`src/shared/iopc_map.svh`:
```
// Constants for the pin port control block: codes, widths, layouts
`ifndef IOPC_MAP_SVH
`define IOPC_MAP_SVH
// ==================================================
// Drive codes
`define IOPC_DM_ANALOG_HIZ   3'h0
`define IOPC_DM_DIGITAL_HIZ  3'h1
`define IOPC_DM_RES_UP       3'h2
`define IOPC_DM_RES_DOWN     3'h3
`define IOPC_DM_OD_LOW       3'h4
`define IOPC_DM_OD_HIGH      3'h5
`define IOPC_DM_STRONG       3'h6
`define IOPC_DM_RES_BOTH     3'h7
// ==================================================
// Reset values
`define IOPC_RST_DM          3'h0
`define IOPC_RST_BYTE        8'h00
// ==================================================
// Edge select codes
`define IOPC_EDGE_NONE       2'h0
`define IOPC_EDGE_RISE       2'h1
`define IOPC_EDGE_FALL       2'h2
`define IOPC_EDGE_BOTH       2'h3
// ==================================================
// Pin form register layout (one byte per pin)
`define IOPC_PF_OUT          0
`define IOPC_PF_DM_LO        1
`define IOPC_PF_DM_HI        3
`define IOPC_PF_IBUF_DIS     4
`define IOPC_PF_SLOW         5
`define IOPC_PF_BYPASS       6
`define IOPC_PF_REG_HIGH     7
// ==================================================
// Port form selectors
`define IOPC_SEL_OUT         3'h0
`define IOPC_SEL_DM0         3'h1
`define IOPC_SEL_DM1         3'h2
`define IOPC_SEL_DM2         3'h3
`define IOPC_SEL_IBUF_DIS    3'h4
`define IOPC_SEL_SLOW        3'h5
`define IOPC_SEL_BYPASS      3'h6
`define IOPC_SEL_REG_HIGH    3'h7
// ==================================================
// Threshold codes
`define IOPC_VT_HALF_SUPPLY  2'h0
`define IOPC_VT_0P4_SUPPLY   2'h1
`define IOPC_VT_HALF_REF     2'h2
`define IOPC_VT_FULL_REF     2'h3
`endif

```
`src/shared/iopc_pkg.sv`:
```
// Types for the pin port control block
package iopc_pkg;
  // ==================================================
  // Pin drive behaviour
  typedef enum logic [2:0] {
    IOPC_ANALOG_HIZ  = 3'b000,
    IOPC_DIGITAL_HIZ = 3'b001,
    IOPC_RES_UP      = 3'b010,
    IOPC_RES_DOWN    = 3'b011,
    IOPC_OD_LOW      = 3'b100,
    IOPC_OD_HIGH     = 3'b101,
    IOPC_STRONG      = 3'b110,
    IOPC_RES_BOTH    = 3'b111
  } iopc_drive_t;
  // Edge detect selection
  typedef enum logic [1:0] {
    IOPC_E_NONE = 2'b00,
    IOPC_E_RISE = 2'b01,
    IOPC_E_FALL = 2'b10,
    IOPC_E_BOTH = 2'b11
  } iopc_edge_t;
endpackage

```
`src/rtl/iopc_port.sv`:
```
// One eight-pin port: drive control, bidirectional enable, edge flags
// ==================================================
// What this block does
// - Three-bit code selects eight drive behaviours
// - Reset puts every pin analog high-Z
// - Digital high-Z: driver off, input on
// - Single pull modes: resistor one way, strong other
// - Open drain: float one value, drive other
// - Strong mode drives both levels actively
// - Combined mode: resistor up and down
// - No pull codes on regulated special pins
// - Port form writes set all pins at once, except a pin given a pin form write in the same cycle
// - Pin form shares the same settings
// - Routed enable toggles input and output drive
// - Sixteen routed enables, any to pins
// - Slew bit matters in strong, open drain
// - Port edge flags drive one request line
// - Per-pin edge select: rise, fall, both, none
// - Edge sets status bit and request
// - No level detection in this unit
// - One threshold type per whole port
// - Per-pin input buffer disable, any mode
// - Special pins choose supply or regulated high
// - Paired reference threshold, four choices
`timescale 1ns/1ps
`include "iopc_map.svh"
module iopc_port
  import iopc_pkg::*;
#(
  parameter int PINS   = 8,   // Pins per port
  parameter int OE_BUS = 16   // Routed enable lines
) (
  input  wire logic              clk_sys,
  input  wire logic              sys_rst,
  // Port form write: one bit per pin for the selected field
  input  wire logic              port_wr,
  input  wire logic [2:0]        port_sel,
  input  wire logic [PINS-1:0]   port_wdata,
  // Pin form write: one byte for one pin
  input  wire logic              pin_wr,
  input  wire logic [2:0]        pin_idx,
  input  wire logic [7:0]        pin_wdata,
  // Edge select, two bits per pin
  input  wire logic [2*PINS-1:0] edge_sel,
  // Status clear, one bit per pin
  input  wire logic [PINS-1:0]   status_clr,
  // Routed enables and per-pin route choice
  input  wire logic [OE_BUS-1:0] aux_oe_bus,
  input  wire logic [4*PINS-1:0] aux_oe_route,
  input  wire logic [PINS-1:0]   bidir_en,
  input  wire logic [PINS-1:0]   bypass_data,
  // Port threshold type and special pin options
  input  wire logic              lvttl_sel,
  input  wire logic [PINS-1:0]   special_io_pin,
  input  wire logic [PINS-1:0]   pin_in,
  input  wire logic [PINS/2*2-1:0] pair_vth_sel,
  // Pad controls
  output logic [PINS-1:0]        pad_out,
  output logic [PINS-1:0]        pad_oe,
  output logic [PINS-1:0]        pad_pull_up,
  output logic [PINS-1:0]        pad_pull_dn,
  output logic [PINS-1:0]        pad_ibuf_en,
  output logic [PINS-1:0]        pad_slow,
  output logic [PINS-1:0]        pad_reg_high,
  output logic                   pad_lvttl,
  output logic [PINS/2*2-1:0]    pad_vth_sel,
  output logic [PINS-1:0]        pin_value,
  output logic [PINS-1:0]        port_irq_status,
  output logic                   port_irq_unit
);
  // ==================================================
  // Shared settings storage (both forms land here)
  logic [PINS-1:0] port_output_value;  // Output data per pin
  logic [2:0]      pin_drive_code [PINS]; // Drive code per pin
  logic [PINS-1:0] ibuf_dis;           // Input buffer off
  logic [PINS-1:0] slew_select;        // One picks slow edges
  logic [PINS-1:0] bypass_sel;         // Data from routed logic
  logic [PINS-1:0] reg_high;           // Regulated high level
  // ==================================================
  // Input synchronizer and edge history
  logic [PINS-1:0] sync_a;             // First stage, read by sync_b
  logic [PINS-1:0] sync_b;             // Stable sample
  logic [PINS-1:0] prev_b;             // Previous stable sample
  logic [PINS-1:0] edge_hit;           // Configured edge seen
  logic [PINS-1:0] next_status;        // Next status value

  // ==================================================
  // Settings writes, per pin
  genvar g;
  generate
    for (g = 0; g < PINS; g++) begin : g_cfg
      always_ff @(posedge clk_sys or posedge sys_rst) begin
        if (sys_rst) begin
          pin_drive_code[g]    <= `IOPC_RST_DM;
          port_output_value[g] <= 1'b0;
          ibuf_dis[g]          <= 1'b0;
          slew_select[g]       <= 1'b0;
          bypass_sel[g]        <= 1'b0;
          reg_high[g]          <= 1'b0;
        end else if (pin_wr && pin_idx == 3'(g)) begin
          // Pin form byte overwrites six settings
          port_output_value[g] <= pin_wdata[`IOPC_PF_OUT];
          pin_drive_code[g]    <=
            pin_wdata[`IOPC_PF_DM_HI:`IOPC_PF_DM_LO];
          ibuf_dis[g]          <= pin_wdata[`IOPC_PF_IBUF_DIS];
          slew_select[g]       <= pin_wdata[`IOPC_PF_SLOW];
          bypass_sel[g]        <= pin_wdata[`IOPC_PF_BYPASS];
          reg_high[g]          <= pin_wdata[`IOPC_PF_REG_HIGH];
        end else if (port_wr) begin
          // Port form: one field, every pin except one taking a pin form write this cycle
          case (port_sel)
            `IOPC_SEL_OUT:      port_output_value[g] <= port_wdata[g];
            `IOPC_SEL_DM0:      pin_drive_code[g][0] <= port_wdata[g];
            `IOPC_SEL_DM1:      pin_drive_code[g][1] <= port_wdata[g];
            `IOPC_SEL_DM2:      pin_drive_code[g][2] <= port_wdata[g];
            `IOPC_SEL_IBUF_DIS: ibuf_dis[g]          <= port_wdata[g];
            `IOPC_SEL_SLOW:     slew_select[g]       <= port_wdata[g];
            `IOPC_SEL_BYPASS:   bypass_sel[g]        <= port_wdata[g];
            default:            reg_high[g]          <= port_wdata[g];
          endcase
        end
      end

      // ==================================================
      // Pad drive decode, registered so outputs come from flops
      logic       dat;     // Effective output data
      logic       oe_hw;   // Routed enable for this pin
      logic [2:0] dm;      // Effective drive code
      logic       rh;      // Regulated high active
      always_comb begin
        dat   = bypass_sel[g] ? bypass_data[g] : port_output_value[g];
        oe_hw = aux_oe_bus[aux_oe_route[4*g +: 4]];
        // Regulated high only on special pins
        rh    = reg_high[g] & special_io_pin[g];
        dm    = pin_drive_code[g];
        // Routed enable low gives digital input
        // Any bus line may feed this pin
        if (bidir_en[g] && !oe_hw)
          dm = `IOPC_DM_DIGITAL_HIZ;
        if (rh && (dm == `IOPC_DM_RES_UP || dm == `IOPC_DM_RES_DOWN ||
                   dm == `IOPC_DM_RES_BOTH))
          dm = `IOPC_DM_DIGITAL_HIZ;
      end

      always_ff @(posedge clk_sys or posedge sys_rst) begin
        if (sys_rst) begin
          pad_out[g]      <= 1'b0;
          pad_oe[g]       <= 1'b0;
          pad_pull_up[g]  <= 1'b0;
          pad_pull_dn[g]  <= 1'b0;
          pad_ibuf_en[g]  <= 1'b0;
          pad_slow[g]     <= 1'b0;
          pad_reg_high[g] <= 1'b0;
        end else begin
          pad_out[g]      <= dat;
          pad_reg_high[g] <= rh;
          pad_ibuf_en[g]  <= (dm != `IOPC_DM_ANALOG_HIZ) & ~ibuf_dis[g];
          // Slew only for strong and open drain
          pad_slow[g]     <= slew_select[g] &
                             (dm == `IOPC_DM_STRONG ||
                              dm == `IOPC_DM_OD_LOW ||
                              dm == `IOPC_DM_OD_HIGH);
          case (iopc_drive_t'(dm))
            IOPC_ANALOG_HIZ, IOPC_DIGITAL_HIZ: begin
              pad_oe[g]      <= 1'b0;
              pad_pull_up[g] <= 1'b0;
              pad_pull_dn[g] <= 1'b0;
            end
            IOPC_RES_UP: begin
              pad_oe[g]      <= ~dat;
              pad_pull_up[g] <= dat;
              pad_pull_dn[g] <= 1'b0;
            end
            IOPC_RES_DOWN: begin
              pad_oe[g]      <= dat;
              pad_pull_up[g] <= 1'b0;
              pad_pull_dn[g] <= ~dat;
            end
            IOPC_OD_LOW: begin
              pad_oe[g]      <= ~dat;
              pad_pull_up[g] <= 1'b0;
              pad_pull_dn[g] <= 1'b0;
            end
            IOPC_OD_HIGH: begin
              pad_oe[g]      <= dat;
              pad_pull_up[g] <= 1'b0;
              pad_pull_dn[g] <= 1'b0;
            end
            IOPC_STRONG: begin
              pad_oe[g]      <= 1'b1;
              pad_pull_up[g] <= 1'b0;
              pad_pull_dn[g] <= 1'b0;
            end
            default: begin
              pad_oe[g]      <= 1'b0;
              pad_pull_up[g] <= dat;
              pad_pull_dn[g] <= ~dat;
            end
          endcase
        end
      end

      // ==================================================
      // Edge detection, edges only since levels need outside logic
      always_comb begin
        case (iopc_edge_t'(edge_sel[2*g +: 2]))
          IOPC_E_RISE: edge_hit[g] = sync_b[g] & ~prev_b[g];
          IOPC_E_FALL: edge_hit[g] = ~sync_b[g] & prev_b[g];
          IOPC_E_BOTH: edge_hit[g] = sync_b[g] ^ prev_b[g];
          default:     edge_hit[g] = 1'b0;
        endcase
      end
    end
  endgenerate

  // ==================================================
  // Pin sampling; pads are asynchronous so two stages first
  always_ff @(posedge clk_sys or posedge sys_rst) begin
    if (sys_rst) begin
      sync_a    <= `IOPC_RST_BYTE;
      sync_b    <= `IOPC_RST_BYTE;
      prev_b    <= `IOPC_RST_BYTE;
      pin_value <= `IOPC_RST_BYTE;
    end else begin
      sync_a    <= pin_in;
      sync_b    <= sync_a;
      prev_b    <= sync_b;
      // Read gated by buffer enable
      pin_value <= sync_b & pad_ibuf_en;
    end
  end

  // ==================================================
  // Status and request; a new edge wins over a clear
  // Set status bit on edge
  assign next_status = (port_irq_status & ~status_clr) | edge_hit;
  always_ff @(posedge clk_sys or posedge sys_rst) begin
    if (sys_rst) begin
      port_irq_status <= `IOPC_RST_BYTE;
      port_irq_unit   <= 1'b0;
    end else begin
      port_irq_status <= next_status;
      port_irq_unit   <= |next_status;
    end
  end

  // ==================================================
  // Port threshold and pair references
  always_ff @(posedge clk_sys or posedge sys_rst) begin
    if (sys_rst) begin
      pad_lvttl   <= 1'b0;
      pad_vth_sel <= '0;
    end else begin
      pad_lvttl   <= lvttl_sel;
      pad_vth_sel <= pair_vth_sel;
    end
  end

  // ==================================================
  // Checks
  // Regulated flag follows special pin choice
  property p_reg_high;
    @(posedge clk_sys) disable iff (sys_rst)
      !special_io_pin[0] |=> !pad_reg_high[0];
  endproperty
  a_reg_high: assert property (p_reg_high)
    else $error("regulated high on ordinary pin");

  property p_irq_follow;
    @(posedge clk_sys) disable iff (sys_rst)
      (|port_irq_status) == port_irq_unit;
  endproperty
  a_irq_follow: assert property (p_irq_follow)
    else $error("request disagrees with status");

  property p_rise_sets;
    @(posedge clk_sys) disable iff (sys_rst)
      (edge_sel[1:0] == `IOPC_EDGE_RISE && $rose(sync_b[0]))
        |=> port_irq_status[0];
  endproperty
  a_rise_sets: assert property (p_rise_sets)
    else $error("rising edge not flagged");

  property p_none_quiet;
    @(posedge clk_sys) disable iff (sys_rst)
      (edge_sel[1:0] == `IOPC_EDGE_NONE && !port_irq_status[0])
        |=> !port_irq_status[0];
  endproperty
  a_none_quiet: assert property (p_none_quiet)
    else $error("flag set with edges off");

  property p_strong_oe;
    @(posedge clk_sys) disable iff (sys_rst)
      (pin_drive_code[0] == `IOPC_DM_STRONG && !bidir_en[0])
        |=> pad_oe[0];
  endproperty
  a_strong_oe: assert property (p_strong_oe)
    else $error("strong pin not driven");

  property p_hiz_off;
    @(posedge clk_sys) disable iff (sys_rst)
      (pin_drive_code[0] == `IOPC_DM_DIGITAL_HIZ)
        |=> (!pad_oe[0] && !pad_pull_up[0] && !pad_pull_dn[0]);
  endproperty
  a_hiz_off: assert property (p_hiz_off)
    else $error("digital high-Z pin drives");

  property p_bidir_in;
    @(posedge clk_sys) disable iff (sys_rst)
      (bidir_en[0] && !aux_oe_bus[aux_oe_route[3:0]]) |=> !pad_oe[0];
  endproperty
  a_bidir_in: assert property (p_bidir_in)
    else $error("bidirectional pin drives while disabled");

  property p_ibuf_dis;
    @(posedge clk_sys) disable iff (sys_rst)
      ibuf_dis[0] |=> !pad_ibuf_en[0];
  endproperty
  a_ibuf_dis: assert property (p_ibuf_dis)
    else $error("input buffer on while disabled");

  // Pin 4 is watched because the low pins are usually ordinary
  property p_no_pull_reg;
    @(posedge clk_sys) disable iff (sys_rst)
      (reg_high[4] && special_io_pin[4])
        |=> (!pad_pull_up[4] && !pad_pull_dn[4]);
  endproperty
  a_no_pull_reg: assert property (p_no_pull_reg)
    else $error("pull active on regulated pin");

endmodule // iopc_port

```
`config.mk`:
```
export PLATFORM = sky130hd
export DESIGN_NAME = iopc_port
export DESIGN_NICKNAME = d
export VERILOG_FILES = /design/src/shared/iopc_pkg.sv /design/src/rtl/iopc_port.sv
export VERILOG_INCLUDE_DIRS = /design/src /design/src/shared
export SDC_FILE = /design/constraint.sdc
export NUM_CORES = 1
export LEC_CHECK = 0
export BUFFER_PORTS_ARGS = -buffer_cell sky130_fd_sc_hd__buf_2
export CAP_MARGIN = 20
export CELL_PAD_IN_SITES_DETAIL_PLACEMENT = 1
export CELL_PAD_IN_SITES_GLOBAL_PLACEMENT = 1
export CORE_MARGIN = 4
export CORE_UTILIZATION = 43
export CTS_BUF_LIST = sky130_fd_sc_hd__clkbuf_4
export CTS_CLUSTER_DIAMETER = 30
export DETAILED_ROUTE_END_ITERATION = 16
export PLACE_DENSITY_LB_ADDON = 0.1
export SYNTH_ARGS = -nofsm -noshare
export SYNTH_HDL_FRONTEND = slang
export SYNTH_SLANG_ARGS = --single-unit
```
`constraint.sdc`:
```
create_clock -name clk_sys -period 7.89 [get_ports clk_sys]
set_input_delay 1.578 -clock clk_sys [delete_from_list [all_inputs] [get_ports clk_sys]]
set_output_delay 1.578 -clock clk_sys [all_outputs]
set_load 0.1 [all_outputs]
```
==> results of run 1 <==
==> per-stage QoR <==
stage	util (%)	area (sq um)	hold slack (ns)	power, mW
after CTS	51.7	10100	0.365	2.73
after global placement	50.4	9810	0.333	2.21
after floorplan	-	8540	0.331	1.99
after global routing	51.7	10100	0.367	2.84
final	51.7	10100	0.362	2.70
after detailed placement	50.4	9810	0.338	2.25
==> layer usage <==
metal	global-route usage (%)	vias to the layer above	share of wire, %
met5	0	-	0.096
met4	7.05	4	2.3
met3	4.53	40	5.5
met2	39.0	200	51
met1	28.6	3355	41
li1	-	3093	-
==> cell usage after synthesis, drive strengths merged, types with 5 or more instances <==
cell    number
a21oi       48
a221o        5
and2        13
and3         9
buf         22
clkbuf      21
dfrtp      170
ha          16
inv         41
mux2         9
mux2i       86
mux4        28
nand2       73
nand2b       8
nand3       10
nand4b       7
nor2        45
nor2b       20
nor3        20
nor3b        9
o21ai       45
o221ai       6
xor2         6
==> power by group <==
part / switching (mW) / internal [mW] / total (mW)
Sequential: 0.123 / 1.02 / 1.14
Clock: 0.339 / 0.137 / 0.476
Combinational: 0.828 / 0.255 / 1.08
==> flip-flops by register name, summed over array words and instances (netlist names) <==
register           flops
pad_reg_high           8
slew_select            8
bypass_sel             8
pad_vth_sel            8
pin_drive_code        24
pad_lvttl              1
sync_a                 8
pad_slow               8
pad_ibuf_en            8
pad_out                8
pad_pull_dn            8
pad_pull_up            8
port_output_value      8
port_irq_unit          1
reg_high               8
prev_b                 8
port_irq_status        8
pin_value              8
ibuf_dis               8
pad_oe                 8
sync_b                 8
==> cell families after synthesis <==
family	Yosys count	share of synthesized area, %
buffers and inverters	84	4.13
XOR/XNOR	9	0.924
adder cells (fa/ha/maj)	16	2.35
AND/OR/NAND/NOR	230	14.5
flip-flops	170	49.8
multiplexers	123	18.9
AO/OA/AOI/OAI	127	9.37
==> how the worst min path moves through the flow <==
| stage | from | endpoint | cells after the start |
|---|---|---|---|
| floorplan | sync_a[0]$_DFF_PP0_ | sync_b[0]$_DFF_PP0_ | 0 |
| global placement | sync_a[5]$_DFF_PP0_ | sync_b[5]$_DFF_PP0_ | 0 |
| detailed placement | sync_a[0]$_DFF_PP0_ | sync_b[0]$_DFF_PP0_ | 0 |
| CTS | sync_a[5]$_DFF_PP0_ | sync_b[5]$_DFF_PP0_ | 0 |
| global route | sync_a[5]$_DFF_PP0_ | sync_b[5]$_DFF_PP0_ | 0 |
| finish | sync_a[5]$_DFF_PP0_ | sync_b[5]$_DFF_PP0_ | 0 |
==> cell type report <==
class	count	area (sq um)
clock buffer	17	128
timing repair buffer	223	1120
multi-input combinational	505	3940
inverter	41	159
antenna	2	5.00
clock inverter	15	130
sequential	170	4250
fill	2227	9390
tap	265	332
==> cells in the final DEF (no fill, tap or decap), types with 4 or more instances in the layout <==
cell type	netlist	routed
sky130_fd_sc_hd__nand3_1	10	10
sky130_fd_sc_hd__and2_1	13	13
sky130_fd_sc_hd__mux4_1	6	6
sky130_fd_sc_hd__inv_1	41	40
sky130_fd_sc_hd__o21ai_1	6	6
sky130_fd_sc_hd__dfrtp_1	170	170
sky130_fd_sc_hd__a21o_1	4	4
sky130_fd_sc_hd__ha_1	16	16
sky130_fd_sc_hd__nor2_1	45	45
sky130_fd_sc_hd__mux2_2	9	9
sky130_fd_sc_hd__o21ai_0	37	37
sky130_fd_sc_hd__o221ai_1	6	6
sky130_fd_sc_hd__nand4b_1	7	7
sky130_fd_sc_hd__nand2_1	72	72
sky130_fd_sc_hd__nor3_1	18	18
sky130_fd_sc_hd__nand2b_1	8	8
sky130_fd_sc_hd__inv_8	0	4
sky130_fd_sc_hd__nor3b_2	4	6
sky130_fd_sc_hd__and3_1	9	9
sky130_fd_sc_hd__clkbuf_4	0	17
sky130_fd_sc_hd__nor2b_1	20	20
sky130_fd_sc_hd__a21oi_1	48	48
sky130_fd_sc_hd__xor2_1	6	6
sky130_fd_sc_hd__inv_6	0	6
sky130_fd_sc_hd__a221o_1	5	5
sky130_fd_sc_hd__mux2i_1	86	86
sky130_fd_sc_hd__mux4_2	22	22
sky130_fd_sc_hd__buf_2	9	220
==> parameters.txt, run 1 <==
Parameter                              Value

CTS
  Cells resized by post-CTS repair    0
  H-tree level count    4
  TritonCTS clock tree    done
  Clock sink count    170
  Count of hold buffers inserted by post-cts repair    0
  Total clock buffers created by CTS    17
  CTS max path bufs    2
  Number of buffers added for setup after CTS    0
  Clock transition at the register clock pins on the worst setup and hold paths after CTS    0.16 ns
  Clk Latency, worst-skew pair    0.56 ns
  Root buffer cell    sky130_fd_sc_hd__clkbuf_4

Drt
  Detailed router's first-iteration violation count    282
  Vias per cell    5.41
  Detailed Routing Iterations Pass 1    4
  Routed WL per cell    20.2 um
  Antenna-violating nets left    0
  Post-detailed-routing wire length    25.0 mm
  Number of remaining DRC errors    0
  Overall via count from detail_route    6692

Placed design
  Cells after DPL    1204
  GP Congestion    0.844
  # port buffers    220
  Post-placement worst setup slack    4.47 ns
  Final HPWL DP    18.7 mm

Setup path
  Critical Path Fanout Max    2
  CP delay by family, top    flip-flops
  Cell count along the critical path    1
  CP max-delay cell    sky130_fd_sc_hd__dfrtp_1
  R2r startpoint    sync_b[0]$_DFF_PP0_
  Delay of the slowest cell on the worst path    0.49 ns
  Arrival time reported for the critical path endpoint    1.52 ns
  Path depth of the worst reg2reg path    7
  Critical path origin    pad_ibuf_en[3]$_DFF_PP0_
  Endpoint type of the worst setup path    output port
  Required arrival time at the worst endpoint    6.31 ns
  FF-to-FF End    port_irq_unit$_DFF_PP0_
  End of the critical path    pad_ibuf_en[3]
  Cell Chain, Critical Path    buf_2
  Count of buffer and inverter cells on the critical path    1
  CP Launch Type    flip-flop
  Crit path kind    flip-flop to output port
  Setup slack of the worst register-to-register path    5.62 ns

Power
  Cell leakage power    4.94 nW
  Maximum vdd drop    0.170 mV
  Cell area power density    268 nW/um^2

Layout
  Share of layout cells above drive strength 1    31.5%
  Total Nets Final    1113
  Synthesis-to-layout area growth    18.0%
  Layout Cells excl Fill    1238

Yosys
  Main area contributors after synthesis    sky130_fd_sc_hd__dfrtp_1 (50%), sky130_fd_sc_hd__mux2i_1 (10%), sky130_fd_sc_hd__mux4_2 (5.8%)
  Distinct cells, synth    53
  Number of synthesized flops with an enable pin    0
  Cell taking the most area after synthesis    sky130_fd_sc_hd__dfrtp_1
  Total of warnings raised by yosys    0
  Top-area cell type share of the netlist area    49.8%
  Async SR Flop Fraction    100%
  Avg Cell Area, Syn    11.2 sq um
  Synthesized net count    914
  #FFs+latches synth    170
  Synthesized netlist cell count    759
  Cell Area, Synth    8540 sq um
  Primary flip-flop cell chosen by synthesis mapping    sky130_fd_sc_hd__dfrtp_1
  Sequential-to-total area share from yosys stat    49.8%

Timing
  Final hold violation count    0
  Max Fclk    322 MHz
  Minimum setup slack in the final design    4.79 ns
  Unrepaired setup endpoints after global routing    no
  Ratio of final minimum period to clock period    39.3%
  Final setup violating endpoints    0
  Relative slew slack    33.8%
  Post-route clock skew    0.0261 ns
  Total Neg Setup Slack    0 ns
  Count of final max-slew check failures    0
  Transition time at the pin with the least slew margin    0.988 ns
  Minimum clock period    3.10 ns

Die
  Total Die Area    22200 sq um
  Effective utilization at floorplan    43.9%
  Area of the core    19500 sq um
  Die width    149 um
  Die span in y    149 um
  Num ports    221
  Total number of placement rows    51

Global route
  Overall routing resource usage    22.5%
  Global-route wire length before repair    39.1 mm
  Maximum number of pins on one net before global-route repair    107
  Number of antenna violations at the first check in global routing    4
  GRT Residual Overflow    0
  Via count of the first global-routing pass    7240

Worst hold path
  Class of the tightest hold or removal check    flip-flop to flip-flop

Run
  Max-cap violations    0

Status
  Status    completed
No activity file was read; power rests on OpenSTA's default activity.
==> run 2, diff against run 1 <==
==> constraint.sdc (replaced) <==
create_clock -name clk_sys -period 3 [get_ports clk_sys]
set_input_delay 0.6 -clock clk_sys [delete_from_list [all_inputs] [get_ports clk_sys]]
set_output_delay 0.6 -clock clk_sys [all_outputs]
set_load 0.1 [all_outputs]
==> run 2 against run 1 <==
Net effect: register-to-register slack got worse by 4.8 ns; critical path depth rose by 6; combinational power rose to 2.6 times the previous value; die area did not move; hold slack got worse by 0.24 ns; largest cell class unchanged; highest routed layer unchanged.
==> parameters.txt, run 2 (synthesized netlist as in run 1, its figures left out) <==
Parameter                              Value

Power
  Overall power consumption    7.23 mW (+170%)
  Cell area power density    706 nW/um^2 (+160%)
  Cell leakage power    5.02 nW (+1.6%)
  Maximum vdd drop    0.349 mV (+100%)

Layout
  Largest reg by FF count    pin_drive_code
  Final Core Density    52.6% (+0.87 points)
  Most common library cell in the layout ignoring fill and taps    sky130_fd_sc_hd__buf_2
  Synthesis-to-layout area growth    20.0%
  Total Nets Final    1124 (+0.99%)
  Leading cell types in the layout, fill and taps excluded    sky130_fd_sc_hd__buf_2 (220), sky130_fd_sc_hd__dfrtp_1 (170), sky130_fd_sc_hd__mux2i_1 (86)
  Fill cell count    2199 (-1.3%)
  Layout Cells excl Fill    1250 (+0.97%)
  Share of layout cells above drive strength 1    32.3% (+0.77 points)
  Max reg flops    24 (unchanged)

Status
  Status    completed

CTS
  Clk Latency, worst-skew pair    0.57 ns (about the same)
  CTS max path bufs    2 (unchanged)
  Root buffer cell    sky130_fd_sc_hd__clkbuf_4
  Count of hold buffers inserted by post-cts repair    0 (unchanged)
  Clock transition at the register clock pins on the worst setup and hold paths after CTS    0.17 ns (about the same)
  Clock sink count    170 (unchanged)
  Cells resized by post-CTS repair    0 (unchanged)
  Total clock buffers created by CTS    17 (unchanged)
  H-tree level count    4 (unchanged)
  Number of buffers added for setup after CTS    0 (unchanged)
  TritonCTS clock tree    done

Global route
  Number of antenna violations at the first check in global routing    5 (+1)
  Maximum number of pins on one net before global-route repair    43 (-60%)
  GRT Residual Overflow    0 (unchanged)
  Global-route wire length before repair    39.9 mm (+1.9%)
  Overall routing resource usage    23.0% (+0.49 points)
  Via count of the first global-routing pass    7351 (+1.5%)

Die
  Total Die Area    22200 sq um (unchanged)
  Die span in y    149 um (unchanged)
  Total number of placement rows    51 (unchanged)
  Area of the core    19500 sq um (unchanged)
  Num ports    221 (unchanged)
  Effective utilization at floorplan    43.9% (unchanged)
  Die width    149 um (unchanged)

Setup path
  Crit path kind    flip-flop to flip-flop
  Required arrival time at the worst endpoint    3.45 ns (-2.86 ns)
  Path depth of the worst reg2reg path    7 (unchanged)
  Endpoint type of the worst setup path    flip-flop
  R2r startpoint    sync_b[0]$_DFF_PP0_
  CP max-delay cell    sky130_fd_sc_hd__or4b_1
  CP Launch Type    flip-flop
  Critical Path Fanout Max    4 (+2)
  Cell Chain, Critical Path    inv_1, ha_1, nor2_1, a21oi_1, a221o_1, nor4_1, or4b_1
  Delay of the slowest cell on the worst path    0.47 ns (-0.02 ns)
  Setup slack of the worst register-to-register path    0.80 ns (-4.82 ns)
  Arrival time reported for the critical path endpoint    2.65 ns (+1.13 ns)
  FF-to-FF End    port_irq_unit$_DFF_PP0_

Timing
  Post-route clock skew    0.0226 ns (-0.00353 ns)
  Final hold violation count    0 (unchanged)
  Total Neg Setup Slack    0 ns (unchanged)
  Final setup violating endpoints    0 (unchanged)
  Unrepaired setup endpoints after global routing    no
  Ratio of final minimum period to clock period    73.3%
  Minimum clock period    2.20 ns
  Transition time at the pin with the least slew margin    0.854 ns (-0.135 ns)
  Max Fclk    455 MHz
  Relative slew slack    42.8% (+9.0 points)
  Count of final max-slew check failures    0 (unchanged)

Worst hold path
  Class of the tightest hold or removal check    input port to flip-flop
  Worst hold path stage count    1 (+1)
  Hold worst-path end    pad_vth_sel[4]$_DFF_PP0_
  Startpoint of the tightest hold check path    pair_vth_sel[4]

Drt
  Routed WL per cell    20.0 um (-0.84%)
  Post-detailed-routing wire length    25.0 mm (+0.12%)
  Antenna-violating nets left    0 (unchanged)
  Overall via count from detail_route    6710 (+0.27%)
  Number of remaining DRC errors    0 (unchanged)
  Detailed Routing Iterations Pass 1    4 (unchanged)
  Vias per cell    5.37 (-0.69%)
  Detailed router's first-iteration violation count    329 (+17%)

Placed design
  Final HPWL DP    18.9 mm (+1.1%)
  GP Congestion    0.840 (-0.49%)
  # port buffers    220 (unchanged)
  Cells after DPL    1215 (+0.91%)

Run
  Max-cap violations    0 (unchanged)
-- run 2: worst max path at each step --
stage	slack [ns]	from	cells past startpoint	endpoint
after CTS	0.74	sync_b[0]$_DFF_PP0_	7	port_irq_unit$_DFF_PP0_
final	0.80	sync_b[0]$_DFF_PP0_	7	port_irq_unit$_DFF_PP0_
after floorplan	0.23	sys_rst	1	bypass_sel[0]$_DFFE_PP0P_
after global placement	0.70	edge_sel[0]	6	port_irq_unit$_DFF_PP0_
after detailed placement	0.66	edge_sel[0]	6	port_irq_unit$_DFF_PP0_
after global routing	0.55	sync_b[3]$_DFF_PP0_	7	port_irq_unit$_DFF_PP0_
-- run 2: layout make-up --
class | instances | area [sq um] | share of cell area (%)
sequential | 170 | 4250 | 41.5
clock inverter | 15 | 179 | 1.75
inverter | 41 | 158 | 1.54
tap | 265 | 332 | 3.24
multi-input combinational | 505 | 3940 | 38.5
antenna | 3 | 7.51 | 0.0733
clock buffer | 17 | 128 | 1.25
timing repair buffer | 234 | 1240 | 12.1
-- run 2: layer usage --
layer | track usage (%) | part of all wire [%] | wire [um] | vias up
li1 | - | - | - | 3115
met1 | 29.5 | 41 | 10300 | 3343
met2 | 39.3 | 51 | 12700 | 197
met3 | 4.41 | 5.5 | 1360 | 51
met4 | 7.83 | 2.5 | 636 | 4
met5 | 0 | 0.092 | 23 | -
-- run 2: per-stage QoR --
| step | instance area [sq um] | setup slack [ns] | hold WS, ns |
|---|---|---|---|
| after global placement | 9930 | 0.701 | 0.334 |
| after global routing | 10200 | 0.547 | 0.0384 |
| after floorplan | 8540 | 0.231 | 0.331 |
| after detailed placement | 9930 | 0.660 | 0.336 |
| after CTS | 10200 | 0.742 | 0.0644 |
| final | 10200 | 0.802 | 0.118 |
-- run 2: report_power, final --
group          switching [mW]  internal (mW)
logic                    2.17          0.681
registers               0.311           2.69
clock network           0.917          0.459
-- run 2: critical path: cells and delay by family (launching register included) --
| family | cells | cell delay (ns) |
|---|---|---|
| and+or+nand+nor | 3 | 1.01 |
| DFF | 1 | 0.43 |
| AOI/OAI and AO/OA | 2 | 0.41 |
| adders and majority gates | 1 | 0.19 |
| buffers and inverters | 1 | 0.06 |
==> run 3, diff against run 2 <==
--- a/config.mk
+++ b/config.mk
@@ -6,12 +6,13 @@
 export SDC_FILE = /design/constraint.sdc
 export NUM_CORES = 1
 export LEC_CHECK = 0
+export ABC_AREA = 1
 export BUFFER_PORTS_ARGS = -buffer_cell sky130_fd_sc_hd__buf_2
 export CAP_MARGIN = 20
 export CELL_PAD_IN_SITES_DETAIL_PLACEMENT = 1
 export CELL_PAD_IN_SITES_GLOBAL_PLACEMENT = 1
 export CORE_MARGIN = 4
-export CORE_UTILIZATION = 43
+export CORE_UTILIZATION = 37
 export CTS_BUF_LIST = sky130_fd_sc_hd__clkbuf_4
 export CTS_CLUSTER_DIAMETER = 30
 export DETAILED_ROUTE_END_ITERATION = 16
==> constraint.sdc (replaced) <==
create_clock -name clk_sys -period 1.8 [get_ports clk_sys]
set_input_delay 0.36 -clock clk_sys [delete_from_list [all_inputs] [get_ports clk_sys]]
set_output_delay 0.36 -clock clk_sys [all_outputs]
set_load 0.1 [all_outputs]
==> run 3 against run 2 <==
Net effect: cell area increased by 10%; critical path type is now flip-flop to output port; combinational power rose by 74%; core utilization down 3.0 points; clock-buffer cell count is 2 higher.
==> parameters.txt, run 3 <==
Parameter                              Value

CTS
  Clock transition at the register clock pins on the worst setup and hold paths after CTS    0.14 ns (-0.03 ns)
  Clock sink count    170 (unchanged)
  Number of buffers added for setup after CTS    0 (unchanged)
  Total clock buffers created by CTS    17 (unchanged)
  Clk Latency, worst-skew pair    0.57 ns (about the same)
  CTS max path bufs    2 (unchanged)
  H-tree level count    4 (unchanged)
  TritonCTS clock tree    done
  Root buffer cell    sky130_fd_sc_hd__clkbuf_4

Layout
  Share of layout cells above drive strength 1    28.0% (-4.2 points)
  Final Core Density    49.6% (-3.0 points)
  Leading cell types in the layout, fill and taps excluded    sky130_fd_sc_hd__nand2_1 (207), sky130_fd_sc_hd__nand3_1 (186), sky130_fd_sc_hd__dfrtp_1 (169)
  Most common library cell in the layout ignoring fill and taps    sky130_fd_sc_hd__nand2_1
  Total Nets Final    1454 (+29%)
  Synthesis-to-layout area growth    31.6%
  Largest reg by FF count    pin_drive_code
  Max reg flops    24 (unchanged)
  Fill cell count    2760 (+26%)

Timing
  Transition time at the pin with the least slew margin    0.602 ns (-0.252 ns)
  Relative slew slack    59.4% (+17 points)
  Final hold violation count    0 (unchanged)
  Max Fclk    585 MHz
  Final setup violating endpoints    0 (unchanged)
  Post-route clock skew    0.0160 ns (-0.00657 ns)
  Ratio of final minimum period to clock period    95.0%
  Total Neg Setup Slack    0 ns (unchanged)
  Count of final max-slew check failures    0 (unchanged)
  Minimum clock period    1.71 ns

Yosys
  Cell taking the most area after synthesis    sky130_fd_sc_hd__dfrtp_1
  Commonest cells post-synth    sky130_fd_sc_hd__nand2_1 (207), sky130_fd_sc_hd__nand3_1 (186), sky130_fd_sc_hd__dfrtp_1 (170)
  Async SR Flop Fraction    100% (unchanged)
  Synthesized net count    1137 (+24%)
  Cell Area, Synth    8560 sq um (+0.25%)
  Sequential-to-total area share from yosys stat    49.7% (-0.12 points)
  Number of synthesized flops with an enable pin    0 (unchanged)
  Main area contributors after synthesis    sky130_fd_sc_hd__dfrtp_1 (50%), sky130_fd_sc_hd__nand3_1 (11%), sky130_fd_sc_hd__nand2_1 (9.1%)
  Top-area cell type share of the netlist area    49.7% (-0.12 points)
  Synthesized netlist cell count    982 (+29%)
  #FFs+latches synth    170 (unchanged)
  Avg Cell Area, Syn    8.71 sq um (-23%)
  Distinct cells, synth    31 (-42%)
  Most frequent cell after synthesis    sky130_fd_sc_hd__nand2_1
  Total of warnings raised by yosys    0 (unchanged)
  Primary flip-flop cell chosen by synthesis mapping    sky130_fd_sc_hd__dfrtp_1

Die
  Total Die Area    25600 sq um (+16%)
  Total number of placement rows    55 (+7.8%)
  Die width    160 um (+7.5%)
  Num ports    221 (unchanged)
  Area of the core    22700 sq um (+17%)
  Effective utilization at floorplan    37.7% (-6.2 points)
  Die span in y    160 um (+7.5%)

Power
  Maximum vdd drop    0.613 mV (+76%)
  Cell leakage power    5.91 nW (+18%)
  Overall power consumption    12.0 mW (+66%)
  Cell area power density    1070 nW/um^2 (+51%)

Setup path
  Arrival time reported for the critical path endpoint    1.35 ns (-1.30 ns)
  Endpoint type of the worst setup path    output port
  Count of buffer and inverter cells on the critical path    1 (unchanged)
  Critical Path Fanout Max    1 (-3)
  Cell Chain, Critical Path    buf_2
  Required arrival time at the worst endpoint    1.44 ns (-2.01 ns)
  CP delay by family, top    buffers and inverters
  CP max-delay cell    sky130_fd_sc_hd__buf_2
  CP Launch Type    flip-flop
  Crit path kind    flip-flop to output port
  Delay of the slowest cell on the worst path    0.43 ns (-0.04 ns)

Drt
  Vias per cell    5.22 (-2.8%)
  Antenna-violating nets left    0 (unchanged)
  Detailed Routing Iterations Pass 1    5 (+1)
  Post-detailed-routing wire length    28.8 mm (+15%)
  Overall via count from detail_route    8338 (+24%)
  Number of remaining DRC errors    0 (unchanged)
  Detailed router's first-iteration violation count    501 (+52%)
  Routed WL per cell    18.0 um (-9.8%)

Global route
  Global-route wire length before repair    46.4 mm (+16%)
  Number of antenna violations at the first check in global routing    2 (-3)
  GRT Residual Overflow    0 (unchanged)
  Maximum number of pins on one net before global-route repair    37 (-14%)
  Overall routing resource usage    22.6% (-0.43 points)
  Via count of the first global-routing pass    8679 (+18%)

Run
  Max-cap violations    0 (unchanged)

Worst hold path
  Class of the tightest hold or removal check    input port to flip-flop

Status
  Status    completed

Placed design
  # port buffers    220 (unchanged)
  GP Congestion    0.886 (+5.4%)
  Final HPWL DP    21.9 mm (+16%)
[run 3: stage by stage]
| stage | setup WS [ns] | cells | hold slack [ns] | area [sq um] |
|---|---|---|---|---|
| 6_report | 0.0895 | 1598 | 0.0651 | 11300 |
| 3_3_place_gp | -0.193 | 1540 | 0.333 | 10600 |
| 3_5_place_dp | -0.155 | 1540 | 0.336 | 10600 |
| 2_1_floorplan | -0.729 | 982 | 0.331 | 8560 |
| 4_1_cts | 0.00298 | 1596 | 0.0125 | 11100 |
| 5_1_grt | -0.0137 | 1598 | 0.0202 | 11300 |
[run 3: power by group]
part | total [mW] | switching, mW | internal [mW]
logic | 4.98 | 3.70 | 1.29
registers | 4.85 | 0.427 | 4.43
clock network | 2.19 | 1.43 | 0.756
total | 12.0 | 5.56 | 6.47
[run 3: worst paths after layout]
path | start | end | slack (ns) | cells past startpoint
min | status_clr[0] | port_irq_status[0]$_DFF_PP0_ | 0.07 | 2
min in group asynchronous | sys_rst | sync_a[3]$_DFF_PP0_ | 0.40 | 3
min reg2reg | sync_a[2]$_DFF_PP0_ | sync_b[2]$_DFF_PP0_ | 0.36 | 0
max reg2reg | sync_b[2]$_DFF_PP0_ | port_irq_unit$_DFF_PP0_ | 0.24 | 7
max in group asynchronous | sys_rst | slew_select[4]$_DFFE_PP0P_ | 0.82 | 4
max | pad_out[3]$_DFF_PP0_ | pad_out[3] | 0.09 | 1
[run 3: logic make-up after synthesis]
kind of cell / after synthesis / share of synthesized area, %
compound gates: 142 / 12.8
flops: 170 / 49.7
mux: 8 / 1.05
simple gates: 471 / 25.7
buf+inv: 175 / 8.39
fa+ha+maj: 16 / 2.34
[run 3: timing repair]
item / CTS / global route
hold buffers: 24 / 1
resized for setup: 9 / 56
endpoints found under the setup margin: 8 / 56
hold endpoints to repair: 32 / 1
[run 3: routing by layer]
metal	wire (um)	track usage [%]	up-vias	part of all wire, %
li1	-	-	4044	-
met1	13500	32.2	4062	47
met2	13700	36.1	216	47
met3	1360	4.90	14	4.7
met4	214	3.91	2	0.74
met5	12	0	-	0.042
[run 3: layout make-up]
type / instances / area, sq um / area share, %
diodes: 1 / 2.50 / 0.0222
clock buffers: 19 / 143 / 1.27
clock inverters: 13 / 135 / 1.20
inverters: 150 / 587 / 5.21
multi-input cells: 637 / 3580 / 31.8
flip-flops and latches: 170 / 4260 / 37.8
well taps: 285 / 357 / 3.17
repair buffers: 323 / 2200 / 19.5
